===== src/pkg/spi_cmd_pkg.sv =====
package spi_cmd_pkg;

    // ==========================================================
    // Command opcodes and configuration codes
    localparam logic [7:0] OP_REG_WRITE = 8'h20;
    localparam logic [7:0] OP_REG_READ = 8'h21;
    localparam logic [7:0] OP_BIT_ORDER = 8'h18;
    localparam logic [7:0] CFG_MSB_FIRST = 8'h81;
    localparam logic [7:0] CFG_LSB_FIRST = 8'h42;

    // ==========================================================
    // Reset values and counts
    localparam logic RST_MSB_FIRST = 1'b1;
    localparam logic [7:0] RST_BYTE = 8'h00;
    localparam logic [2:0] BIT_CNT_FIRST = 3'h0;
    localparam logic [2:0] BIT_CNT_LAST = 3'h7;
    localparam int unsigned BYTE_BITS = 8;
    localparam int unsigned PIN_COUNT = 3;
    localparam int unsigned PIN_SCLK = 0;
    localparam int unsigned PIN_SEL = 1;
    localparam int unsigned PIN_MOSI = 2;

    // ==========================================================
    // Command byte sequencer states, Gray along the usual path
    typedef enum logic [1:0] {
        ST_OPCODE = 2'h0,
        ST_ARG = 2'h1,
        ST_DATA = 2'h3,
        ST_REPLY = 2'h2
    } cmd_state_e;

endpackage : spi_cmd_pkg


===== src/hdl/spi_pin_sync.sv =====
module spi_pin_sync #(
    parameter int unsigned WIDTH = 3
) (
    input wire logic core_clk_in,
    input wire logic arst_n_in,
    input wire logic [WIDTH-1:0] pin_in,
    output logic [WIDTH-1:0] level_out,
    output logic [WIDTH-1:0] rise_out,
    output logic [WIDTH-1:0] fall_out
);

    // ==========================================================
    // Two-flop synchroniser plus one history stage for edges
    typedef struct packed {
        logic [WIDTH-1:0] meta;
        logic [WIDTH-1:0] sync;
        logic [WIDTH-1:0] hist;
    } sync_s;

    sync_s q, d;

    // Meta stage only feeds the sync stage
    always_comb begin
        d = q;
        d.meta = pin_in;
        d.sync = q.meta;
        d.hist = q.sync;
    end

    // Resets to all ones: select and clock idle high
    always_ff @(posedge core_clk_in or negedge arst_n_in) begin
        if (!arst_n_in) begin
            q <= '1;
        end else begin
            q <= d;
        end
    end

    // Edges come from the settled stages only
    assign level_out = q.sync;
    assign rise_out = q.sync & ~q.hist;
    assign fall_out = ~q.sync & q.hist;

endmodule : spi_pin_sync


===== src/hdl/spi_slave_command_port.sv =====
// Contract
// - Respond only while select is low
// - Register commands anytime, never start I2C
// - Write: 0x20, address, value stored
// - One register per write command
// - Read: 0x21, address, ignored filler
// - Register value shifted out after filler
// - 0x18 then 0x81 MSB or 0x42 LSB
// - Other setting values leave bit order
// - Bit order applies both directions
// - Serial commands are the control path
// - Slave function off during command
// - Stall I2C master until command done
module spi_slave_command_port (
    input wire logic core_clk_in,
    input wire logic arst_n_in,
    input wire logic sclk_in,
    input wire logic slave_select_n_in,
    input wire logic mosi_in,
    output logic miso_out,
    output logic miso_oe_out,
    output logic reg_wr_out,
    output logic reg_rd_out,
    output logic [7:0] reg_addr_out,
    output logic [7:0] reg_wdata_out,
    input wire logic [7:0] reg_rdata_in,
    input wire logic i2c_master_active_in,
    output logic i2c_master_stall_out,
    output logic i2c_slave_disable_out,
    output logic lsb_first_out,
    output logic cmd_busy_out
);
    import spi_cmd_pkg::*;

    // ==========================================================
    // State
    typedef struct packed {
        cmd_state_e st;
        logic [7:0] opcode;
        logic [7:0] rx;
        logic [2:0] cnt;
        logic [7:0] tx;
        logic miso;
        logic msb_first;
        logic busy;
        logic wr;
        logic rd;
        logic [7:0] addr;
        logic [7:0] wdata;
    } core_s;

    core_s q, d;

    logic [PIN_COUNT-1:0] pin_raw;
    logic [PIN_COUNT-1:0] pin_lvl;
    logic [PIN_COUNT-1:0] pin_rise;
    logic [PIN_COUNT-1:0] pin_fall;
    logic selected;
    logic sclk_rise;
    logic sclk_fall;
    logic mosi_bit;
    logic byte_done;
    logic [7:0] rx_next;

    // ==========================================================
    // Input synchronisation
    // All three pins are asynchronous to the core clock
    assign pin_raw[PIN_SCLK] = sclk_in;
    assign pin_raw[PIN_SEL] = slave_select_n_in;
    assign pin_raw[PIN_MOSI] = mosi_in;

    spi_pin_sync #(
        .WIDTH(PIN_COUNT)
    ) u_pin_sync (
        .core_clk_in(core_clk_in),
        .arst_n_in(arst_n_in),
        .pin_in(pin_raw),
        .level_out(pin_lvl),
        .rise_out(pin_rise),
        .fall_out(pin_fall)
    );

    // Edges only count while selected
    assign selected = ~pin_lvl[PIN_SEL];
    assign sclk_rise = selected & pin_rise[PIN_SCLK];
    assign sclk_fall = selected & pin_fall[PIN_SCLK];
    assign mosi_bit = pin_lvl[PIN_MOSI];
    assign byte_done = sclk_rise && (q.cnt == BIT_CNT_LAST);

    // ==========================================================
    // Helpers
    // Shift a received bit in at the end that matches bit order
    function automatic logic [7:0] shift_in(input logic [7:0] cur, input logic bit_v,
                                             input logic msb);
        if (msb) begin
            shift_in = {cur[6:0], bit_v};
        end else begin
            shift_in = {bit_v, cur[7:1]};
        end
    endfunction : shift_in

    // Recognised opcode check, used by the sequencer
    function automatic logic known_opcode(input logic [7:0] op);
        known_opcode = (op == OP_REG_WRITE) || (op == OP_REG_READ) || (op == OP_BIT_ORDER);
    endfunction : known_opcode

    assign rx_next = shift_in(q.rx, mosi_bit, q.msb_first);

    // ==========================================================
    // Command sequencer
    // Mode with idle-high clock: sample on rising, shift on falling
    always_comb begin
        d = q;
        d.wr = 1'b0;
        d.rd = 1'b0;
        // Read data is one cycle behind the read strobe
        if (q.rd) begin
            d.tx = reg_rdata_in;
        end
        if (!selected) begin
            // Partial command is dropped, counter back to opcode
            d.st = ST_OPCODE;
            d.cnt = BIT_CNT_FIRST;
            d.rx = RST_BYTE;
            d.busy = 1'b0;
        end else begin
            // Any clock edge starts a command
            if (sclk_rise || sclk_fall) begin
                d.busy = 1'b1;
            end
            // Transmit: next bit out, in the chosen order
            if (sclk_fall) begin
                d.miso = q.msb_first ? q.tx[7] : q.tx[0];
                d.tx = q.msb_first ? {q.tx[6:0], 1'b0} : {1'b0, q.tx[7:1]};
            end
            if (sclk_rise) begin
                d.rx = rx_next;
                d.cnt = q.cnt + 3'h1;
            end
            if (byte_done) begin
                case (q.st)
                    ST_OPCODE: begin
                        d.opcode = rx_next;
                        if (known_opcode(rx_next)) begin
                            d.st = ST_ARG;
                        end else begin
                            // Unknown byte: nothing to do
                            d.busy = 1'b0;
                        end
                    end
                    ST_ARG: begin
                        if (q.opcode == OP_BIT_ORDER) begin
                            if (rx_next == CFG_MSB_FIRST) begin
                                d.msb_first = 1'b1;
                            end else if (rx_next == CFG_LSB_FIRST) begin
                                d.msb_first = 1'b0;
                            end
                            // Other codes leave the order alone
                            d.st = ST_OPCODE;
                            d.busy = 1'b0;
                        end else begin
                            d.addr = rx_next;
                            d.st = ST_DATA;
                        end
                    end
                    ST_DATA: begin
                        if (q.opcode == OP_REG_WRITE) begin
                            // One register only, then back to opcode
                            d.wr = 1'b1;
                            d.wdata = rx_next;
                            d.st = ST_OPCODE;
                            d.busy = 1'b0;
                        end else begin
                            // Filler is dropped; fetch the current value now
                            d.rd = 1'b1;
                            d.st = ST_REPLY;
                        end
                    end
                    ST_REPLY: begin
                        // Command counts as done once the reply left
                        d.st = ST_OPCODE;
                        d.busy = 1'b0;
                    end
                    default: begin
                        d.st = ST_OPCODE;
                        d.busy = 1'b0;
                    end
                endcase
            end
        end
    end

    // State register
    always_ff @(posedge core_clk_in or negedge arst_n_in) begin
        if (!arst_n_in) begin
            q.st <= ST_OPCODE;
            q.opcode <= RST_BYTE;
            q.rx <= RST_BYTE;
            q.cnt <= BIT_CNT_FIRST;
            q.tx <= RST_BYTE;
            q.miso <= 1'b0;
            q.msb_first <= RST_MSB_FIRST;
            q.busy <= 1'b0;
            q.wr <= 1'b0;
            q.rd <= 1'b0;
            q.addr <= RST_BYTE;
            q.wdata <= RST_BYTE;
        end else begin
            q <= d;
        end
    end

    // ==========================================================
    // Outputs
    // Register accesses never touch the I2C engine
    assign reg_wr_out = q.wr;
    assign reg_rd_out = q.rd;
    assign reg_addr_out = q.addr;
    assign reg_wdata_out = q.wdata;
    assign miso_out = q.miso;
    assign miso_oe_out = selected;
    assign lsb_first_out = ~q.msb_first;
    assign cmd_busy_out = q.busy;
    // Slave off for the whole command; harmless while master
    assign i2c_slave_disable_out = q.busy;
    // Master transfer frozen until the command is processed
    assign i2c_master_stall_out = q.busy & i2c_master_active_in;

    // ==========================================================
    // Assertions
    a_deselect_idle: assert property (@(posedge core_clk_in) disable iff (!arst_n_in)
        !selected |=> (q.st == ST_OPCODE) && (q.cnt == BIT_CNT_FIRST) && !q.busy)
        else $error("deselect did not discard command");

    a_oe_follows_sel: assert property (@(posedge core_clk_in) disable iff (!arst_n_in)
        miso_oe_out == ~pin_lvl[PIN_SEL])
        else $error("miso enable while deselected");

    a_write_cause: assert property (@(posedge core_clk_in) disable iff (!arst_n_in)
        reg_wr_out |-> $past(q.st) == ST_DATA && $past(q.opcode) == OP_REG_WRITE
        && $past(byte_done) && reg_wdata_out == $past(rx_next))
        else $error("write strobe without write command");

    a_write_single: assert property (@(posedge core_clk_in) disable iff (!arst_n_in)
        reg_wr_out |-> q.st == ST_OPCODE ##1 !reg_wr_out)
        else $error("write command updated more than one register");

    a_read_reply: assert property (@(posedge core_clk_in) disable iff (!arst_n_in)
        reg_rd_out |=> q.tx == $past(reg_rdata_in) && q.st == ST_REPLY)
        else $error("read value not loaded for reply");

    a_read_after_fill: assert property (@(posedge core_clk_in) disable iff (!arst_n_in)
        $rose(reg_rd_out) |-> $past(q.opcode) == OP_REG_READ && $past(q.st) == ST_DATA)
        else $error("read strobe before filler byte");

    a_order_keep: assert property (@(posedge core_clk_in) disable iff (!arst_n_in)
        byte_done && q.st == ST_ARG && q.opcode == OP_BIT_ORDER
        && rx_next != CFG_MSB_FIRST && rx_next != CFG_LSB_FIRST |=> $stable(q.msb_first))
        else $error("bad setting changed bit order");

    a_order_set: assert property (@(posedge core_clk_in) disable iff (!arst_n_in)
        byte_done && q.st == ST_ARG && q.opcode == OP_BIT_ORDER && rx_next == CFG_LSB_FIRST
        |=> lsb_first_out)
        else $error("lsb setting not applied");

    a_tx_bit_order: assert property (@(posedge core_clk_in) disable iff (!arst_n_in)
        sclk_fall |=> miso_out == ($past(q.msb_first) ? $past(q.tx[7]) : $past(q.tx[0])))
        else $error("miso bit in wrong order");

    a_stall_busy: assert property (@(posedge core_clk_in) disable iff (!arst_n_in)
        q.busy && i2c_master_active_in |-> i2c_master_stall_out && i2c_slave_disable_out)
        else $error("i2c not held during command");

    c_write: cover property (@(posedge core_clk_in) disable iff (!arst_n_in) reg_wr_out);
    c_read: cover property (@(posedge core_clk_in) disable iff (!arst_n_in)
        reg_rd_out ##[1:1000] (q.st == ST_OPCODE));
    c_lsb: cover property (@(posedge core_clk_in) disable iff (!arst_n_in) $fell(q.msb_first));
    c_abort: cover property (@(posedge core_clk_in) disable iff (!arst_n_in)
        q.st == ST_DATA ##1 !selected);

endmodule : spi_slave_command_port


===== config.mk =====
export PLATFORM = sky130hd
export DESIGN_NAME = spi_slave_command_port
export DESIGN_NICKNAME = d
export VERILOG_FILES = /design/src/pkg/spi_cmd_pkg.sv /design/src/hdl/spi_pin_sync.sv /design/src/hdl/spi_slave_command_port.sv
export SDC_FILE = /design/constraint.sdc
export NUM_CORES = 1
export LEC_CHECK = 0
export CORE_ASPECT_RATIO = 0.5
export CORE_MARGIN = 8
export CORE_UTILIZATION = 30
export CTS_BUF_LIST = sky130_fd_sc_hd__clkbuf_2
export CTS_CLUSTER_SIZE = 24
export DETAILED_ROUTE_END_ITERATION = 10
export DONT_BUFFER_PORTS = 1
export MAX_ROUTING_LAYER = met4
export SYNTH_ARGS = -nofsm -noshare
export SYNTH_HDL_FRONTEND = slang
export SYNTH_HIERARCHICAL = 1
export SYNTH_SLANG_ARGS = --single-unit

===== constraint.sdc =====
create_clock -name core_clk_in -period 2.31 [get_ports core_clk_in]
set_clock_uncertainty 0.1 [all_clocks]
set_input_delay 0.3465 -clock core_clk_in [delete_from_list [all_inputs] [get_ports core_clk_in]]
set_output_delay 0.3465 -clock core_clk_in [all_outputs]
set_load 0.1 [all_outputs]

==> results.py, run 1 <==
metrics = {
    "cts": {
        "cts_buffers": 9,
        "cts_tree": "done",
        "max-clock-path-buffers": 2,
        "clk-insertion-delay-late_ns": 0.52,
        "clock_sinks": 57,
        "cts.root.buffer_cell": "clkbuf_2",
        "ctsHtreeMaxLevel": 3,
        "path_clk_slew_ns": 0.20,
    },
    "hold_path": {
        "hp-class": "in -> async",
    },
    "setup_path": {
        "crit_type": "reg -> reg",
        "crit_start": "q[40]$_DFFE_PN0P_",
        "r2r-end": "q[19]$_DFFE_PN1P_",
        "arrival_ns": 2.58,
        "r2r_setup_slack_ns": 0.04,
        "cp.required_ns": 2.63,
        "rr_worst_depth": 4,
        "reg2reg_from": "q[40]$_DFFE_PN0P_",
        "crit_fanout": 3,
        "cp-endpoint": "q[19]$_DFFE_PN1P_",
        "crit_path_start_kind": "flip-flop",
        "worstSetupEndpointType": "flip-flop",
    },
    "global_route": {
        "grt_pass1_vias": 1982,
        "grt_max_degree": 58,
        "antenna_found_initial": 0,
        "grt_pass1_wl_um": 10500,
        "grt_use_total": 0.105,
        "grt_overflow": 0,
    },
    "sta": {
        "min_period_over_period": 0.981,
        "setup_viol": 0,
        "max_freq_mhz": 441,
        "fin_ws_ns": 0.0440,
        "maxSlewViolCount": 0,
        "min_period_ns": 2.27,
        "hold_violations": 0,
        "worstMarginPinSlew_ns": 1.15,
        "relSlewSlack": 0.233,
        "rsz0062_at_grt": "yes",
        "setup_tns_ns": 0,
    },
    "logic_synthesis": {
        "ys_warn_count": 6,
        "synthesis.area_mm2": 0.00282,
        "synth_fp_nets": 272,
        "postSynthAreaPerCell_um2": 11.0,
        "syn_inst": 256,
    },
    "layout": {
        "multi_input_area_mm2": 0.00119,
        "layout.nets": 282,
        "final_cell_mix": "48 x dfrtp_1, 23 x nor2_1, 22 x mux2_2",
        "drive_gt1_frac": 0.284,
        "nFillCells": 910,
        "final_common_cell": "dfrtp_1",
        "final_cells": 392,
        "regArea_mm2": 0.00144,
        "insertedDiodeCount": 0,
        "syn2layout_area_growth_pct": 14.8,
        "utilization": 0.348,
        "fin_area_mm2": 0.00323,
    },
    "flow_run": {
        "drv_cap": 0,
    },
    "floorplan": {
        "coreArea_mm2": 0.00929,
        "die_w_um": 153,
        "io_pins": 38,
        "rows": 25,
        "die_h_um": 84.5,
        "start_util": 0.303,
        "dieArea_mm2": 0.0129,
    },
    "routing": {
        "routed_wl_um": 6230,
        "drc": 0,
        "ant_nets": 0,
        "vias": 1962,
        "wl_per_cell_um": 15.9,
        "initialDrtViolationCount": 101,
        "drt-pass1-iter-count": 4,
        "viasPerCell": 5.01,
    },
    "power_and_ir_drop": {
        "power.density_mw_per_mm2": 633,
        "p_leak_uw": 0.00135,
        "ir_drop_mv": 0.195,
    },
    "place": {
        "io_buffers": 0,
        "dp.cells": 360,
        "dp_hpwl_um": 4260,
        "post-place-ws_ns": 0.0191,
        "gp_congestion": 0.908,
        "place_area_mm2": 0.00291,
    },
    "status": {
        "status": "complete, no violations",
    },
}
## worst min path at each step
stage	from	end	slack [ns]	depth (start not counted)
3_5_place_dp	arst_n_in	q[42]$_DFFE_PN0P_	-0.05	0
5_1_grt	arst_n_in	q[31]$_DFFE_PN0P_	0.18	2
4_1_cts	arst_n_in	q[29]$_DFFE_PN0P_	0.17	2
2_1_floorplan	arst_n_in	cmd_busy_out$_DFF_PN0_	-0.05	0
6_report	arst_n_in	q[29]$_DFFE_PN0P_	0.22	2
3_3_place_gp	arst_n_in	q[30]$_DFFE_PN0P_	-0.05	0
## power by group
part / switching (µW) / internal, µW / leakage [µW]
clock network: 410 / 259 / 0.0000729
registers: 52.3 / 1060 / 0.000736
logic: 172 / 98.9 / 0.000540
total: 635 / 1410 / 0.00135
## repair_timing
action / in CTS / in global routing
hold buffers: 13 / 0
gates resized for setup: 2 / 3
pin swaps: 2 / 1
hold endpoints to repair: 68 / 0
buffers inserted: 0 / 3
setup endpoints to repair: 10 / 17
## critical path, stage by stage, from the launching register on
cell	delay (ns)
dfrtp_1	0.44
or4_4	0.57
or3_4	0.43
or3_1	0.38
o32ai_1	0.27
## stage by stage
step	hold slack, ns	total power (µW)
floorplan	-0.0491	1300
global placement	-0.0459	1340
detailed placement	-0.0456	1350
CTS	0.169	2080
global route	0.180	2160
finish	0.216	2050
## metal layers
layer | part of all wire | global-route usage | vias to the layer above
met4 | 0.030 | 0.0570 | 0
met2 | 0.45 | 0.146 | 53
met3 | 0.066 | 0.0487 | 14
li1 | - | - | 928
met1 | 0.45 | 0.123 | 967
met5 | 0 | - | -
## state kept, by name, summed over array words and instances, names as in the netlist
name / count
q: 30
reg_addr_out: 8
reg_wdata_out: 8
u_pin_sync/d: 3
u_pin_sync/level_out: 3
cmd_busy_out: 1
miso_out: 1
reg_rd_out: 1
reg_wr_out: 1
u_pin_sync/q: 1
## area by class of cell
type                       instances  area share
sequential                        57       0.445
tap                              121      0.0468
clock inverter                     7      0.0240
multi-input combinational        161       0.369
clock buffer                       9      0.0139
timing repair buffer              33      0.0971
inverter                           4     0.00464
No activity file was read; power rests on OpenSTA's default activity.
==> run 2: changes to the inputs <==
PLACE_DENSITY = 0.48   (was default)
==> run 2 against run 1 <==
Against the previous run:
- setup slack better by 0.028 ns
- total power down 8.0%
- die area unchanged
- hold slack better by 0.031 ns
- clock power is 24% lower
- critical path type unchanged
- highest routed layer unchanged
==> results.py, run 2 (synthesis results as in run 1) <==
metrics = {
    "routing": {
        "initialDrtViolationCount": 119,
        "met1Wirelength_um": 3060,
        "viasPerCell": 4.89,
        "wl_per_cell_um": 16.2,
        "route.met2.wl_um": 2790,
        "top_layer_used": "met4",
        "wl_met3_um": 412,
        "routed_wl_um": 6320,
        "ant_nets": 0,
        "vias": 1909,
        "drt-pass1-iter-count": 4,
        "drc": 0,
    },
    "place": {
        "post-place-ws_ns": -0.0168,
        "gp_congestion": 0.823,
        "dp_hpwl_um": 4360,
        "io_buffers": 0,
        "dp.cells": 357,
    },
    "cts": {
        "path_clk_slew_ns": 0.17,
        "cts.root.buffer_cell": "clkbuf_2",
        "max-clock-path-buffers": 2,
        "cts_buffers": 9,
        "clk-insertion-delay-late_ns": 0.48,
        "clock_sinks": 57,
        "ctsHtreeMaxLevel": 3,
        "cts_tree": "done",
    },
    "sta": {
        "worstMarginPinSlew_ns": 1.17,
        "setup_viol": 0,
        "fin_ws_ns": 0.0716,
        "whs_ns": 0.248,
        "min_period_over_period": 0.969,
        "max_freq_mhz": 447,
        "maxSlewViolCount": 0,
        "setup_tns_ns": 0,
        "hold_violations": 0,
        "relSlewSlack": 0.216,
        "min_period_ns": 2.24,
    },
    "status": {
        "status": "complete, no violations",
    },
    "setup_path": {
        "arrival_ns": 2.53,
        "crit_start": "q[29]$_DFFE_PN0P_",
        "crit_path_start_kind": "flip-flop",
        "cp.required_ns": 2.60,
        "worstPathCellList": "ha_1 -> ha_2 -> nand4b_1 -> or3_4 -> or3_1 -> o32ai_1",
        "worstSetupEndpointType": "flip-flop",
        "crit_fanout": 4,
        "crit_type": "reg -> reg",
        "critPathMaxStageDelay_ns": 0.42,
        "reg2reg_from": "q[29]$_DFFE_PN0P_",
        "crit_buf_inv": 0,
        "crit_slowest_cell": "or3_4",
        "path_delay_family": "simple AND/OR/NAND/NOR gates",
        "r2r_setup_slack_ns": 0.07,
    },
    "layout": {
        "final_common_cell": "dfrtp_1",
        "syn2layout_area_growth_pct": 12.5,
        "largest_reg_flops": 30,
        "insertedDiodeCount": 0,
        "final_cells": 390,
        "regMostFlops": "q",
        "final_cell_mix": "48 x dfrtp_1, 23 x nor2_1, 22 x mux2_2",
        "drive_gt1_frac": 0.275,
        "layout.nets": 280,
    },
    "global_route": {
        "antenna_found_initial": 0,
        "grt_pass1_wl_um": 10600,
        "grt_pass1_vias": 1950,
        "grt_use_total": 0.108,
        "grt_overflow": 0,
        "grt_max_degree": 58,
    },
    "floorplan": {
        "die_h_um": 84.5,
        "start_util": 0.303,
        "dieArea_mm2": 0.0129,
        "coreArea_mm2": 0.00929,
        "die_w_um": 153,
        "io_pins": 38,
        "rows": 25,
    },
    "power_and_ir_drop": {
        "p_leak_uw": 0.00132,
        "ir_drop_mv": 0.268,
        "power_uw": 1880,
        "power.density_mw_per_mm2": 594,
    },
    "flow_run": {
        "drv_cap": 0,
    },
    "hold_path": {
        "hp-class": "reg -> reg",
        "hp-start": "u_pin_sync/d[4]$_DFF_PN1_",
    },
}
## run 2: cell types whose count changed in the layout (fill, tap and decap cells not counted), sizes merged
cell | before | now
buf | 21 | 19
bufinv | 1 | 0
clkbuf | 9 | 12
inv | 6 | 4
## run 2: worst register-to-register path, stage by stage, from the launching register on
cell and delay, ns:
dfrtp_1 0.39, ha_1 0.16, ha_2 0.20, nand4b_1 0.25
or3_4 0.42, or3_1 0.37, o32ai_1 0.28
## run 2: final cells by class
| cell class | count | area, µm² |
|---|---|---|
| Inverter | 4 | 15.0 |
| Timing Repair Buffer | 31 | 295 |
| Tap cell | 121 | 151 |
| Sequential cell | 57 | 1440 |
| Fill cell | 934 | 6120 |
| Clock inverter | 4 | 21.3 |
| Clock buffer | 12 | 60.1 |
| Multi-Input combinational cell | 161 | 1180 |
## run 2: path summary, 6_finish.rpt
check	end	depth (start not counted)
worst max-delay path	q[19]$_DFFE_PN1P_	6
worst min-delay path	u_pin_sync/level_out[1]$_DFF_PN1_	0
worst max register to register	q[19]$_DFFE_PN1P_	6
worst min register to register	u_pin_sync/level_out[1]$_DFF_PN1_	0
max in group asynchronous	u_pin_sync/q[0]$_DFF_PN1_	2
min in group asynchronous	q[33]$_DFFE_PN0P_	2
## run 2: what timing repair did
item                       CTS  global route
setup buffers                1             3
setup endpoints to repair    6             9
gates cloned                 0             0
pin swaps                    1             2
gates resized for setup      3             1
hold endpoints to repair    68             0
hold buffers                13             0
## run 2: stage by stage
| stage | cell area [µm²] | util |
|---|---|---|
| after detailed placement | 2890 | 0.311 |
| after floorplan | 2820 | - |
| after CTS | 3140 | 0.338 |
| final | 3170 | 0.341 |
| after global routing | 3170 | 0.341 |
| after global placement | 2890 | 0.311 |
## run 2: metal layers
layer	global-route usage	up-vias
li1	-	925
met1	0.132	942
met2	0.152	38
met3	0.0507	4
met4	0.0374	0
met5	-	-
## run 2: report_power, final
part | switching (µW) | leakage (µW) | internal, µW | total [µW]
registers | 49.0 | 0.000737 | 1050 | 1100
logic | 171 | 0.000525 | 99.2 | 271
clock network | 360 | 0.0000594 | 148 | 509
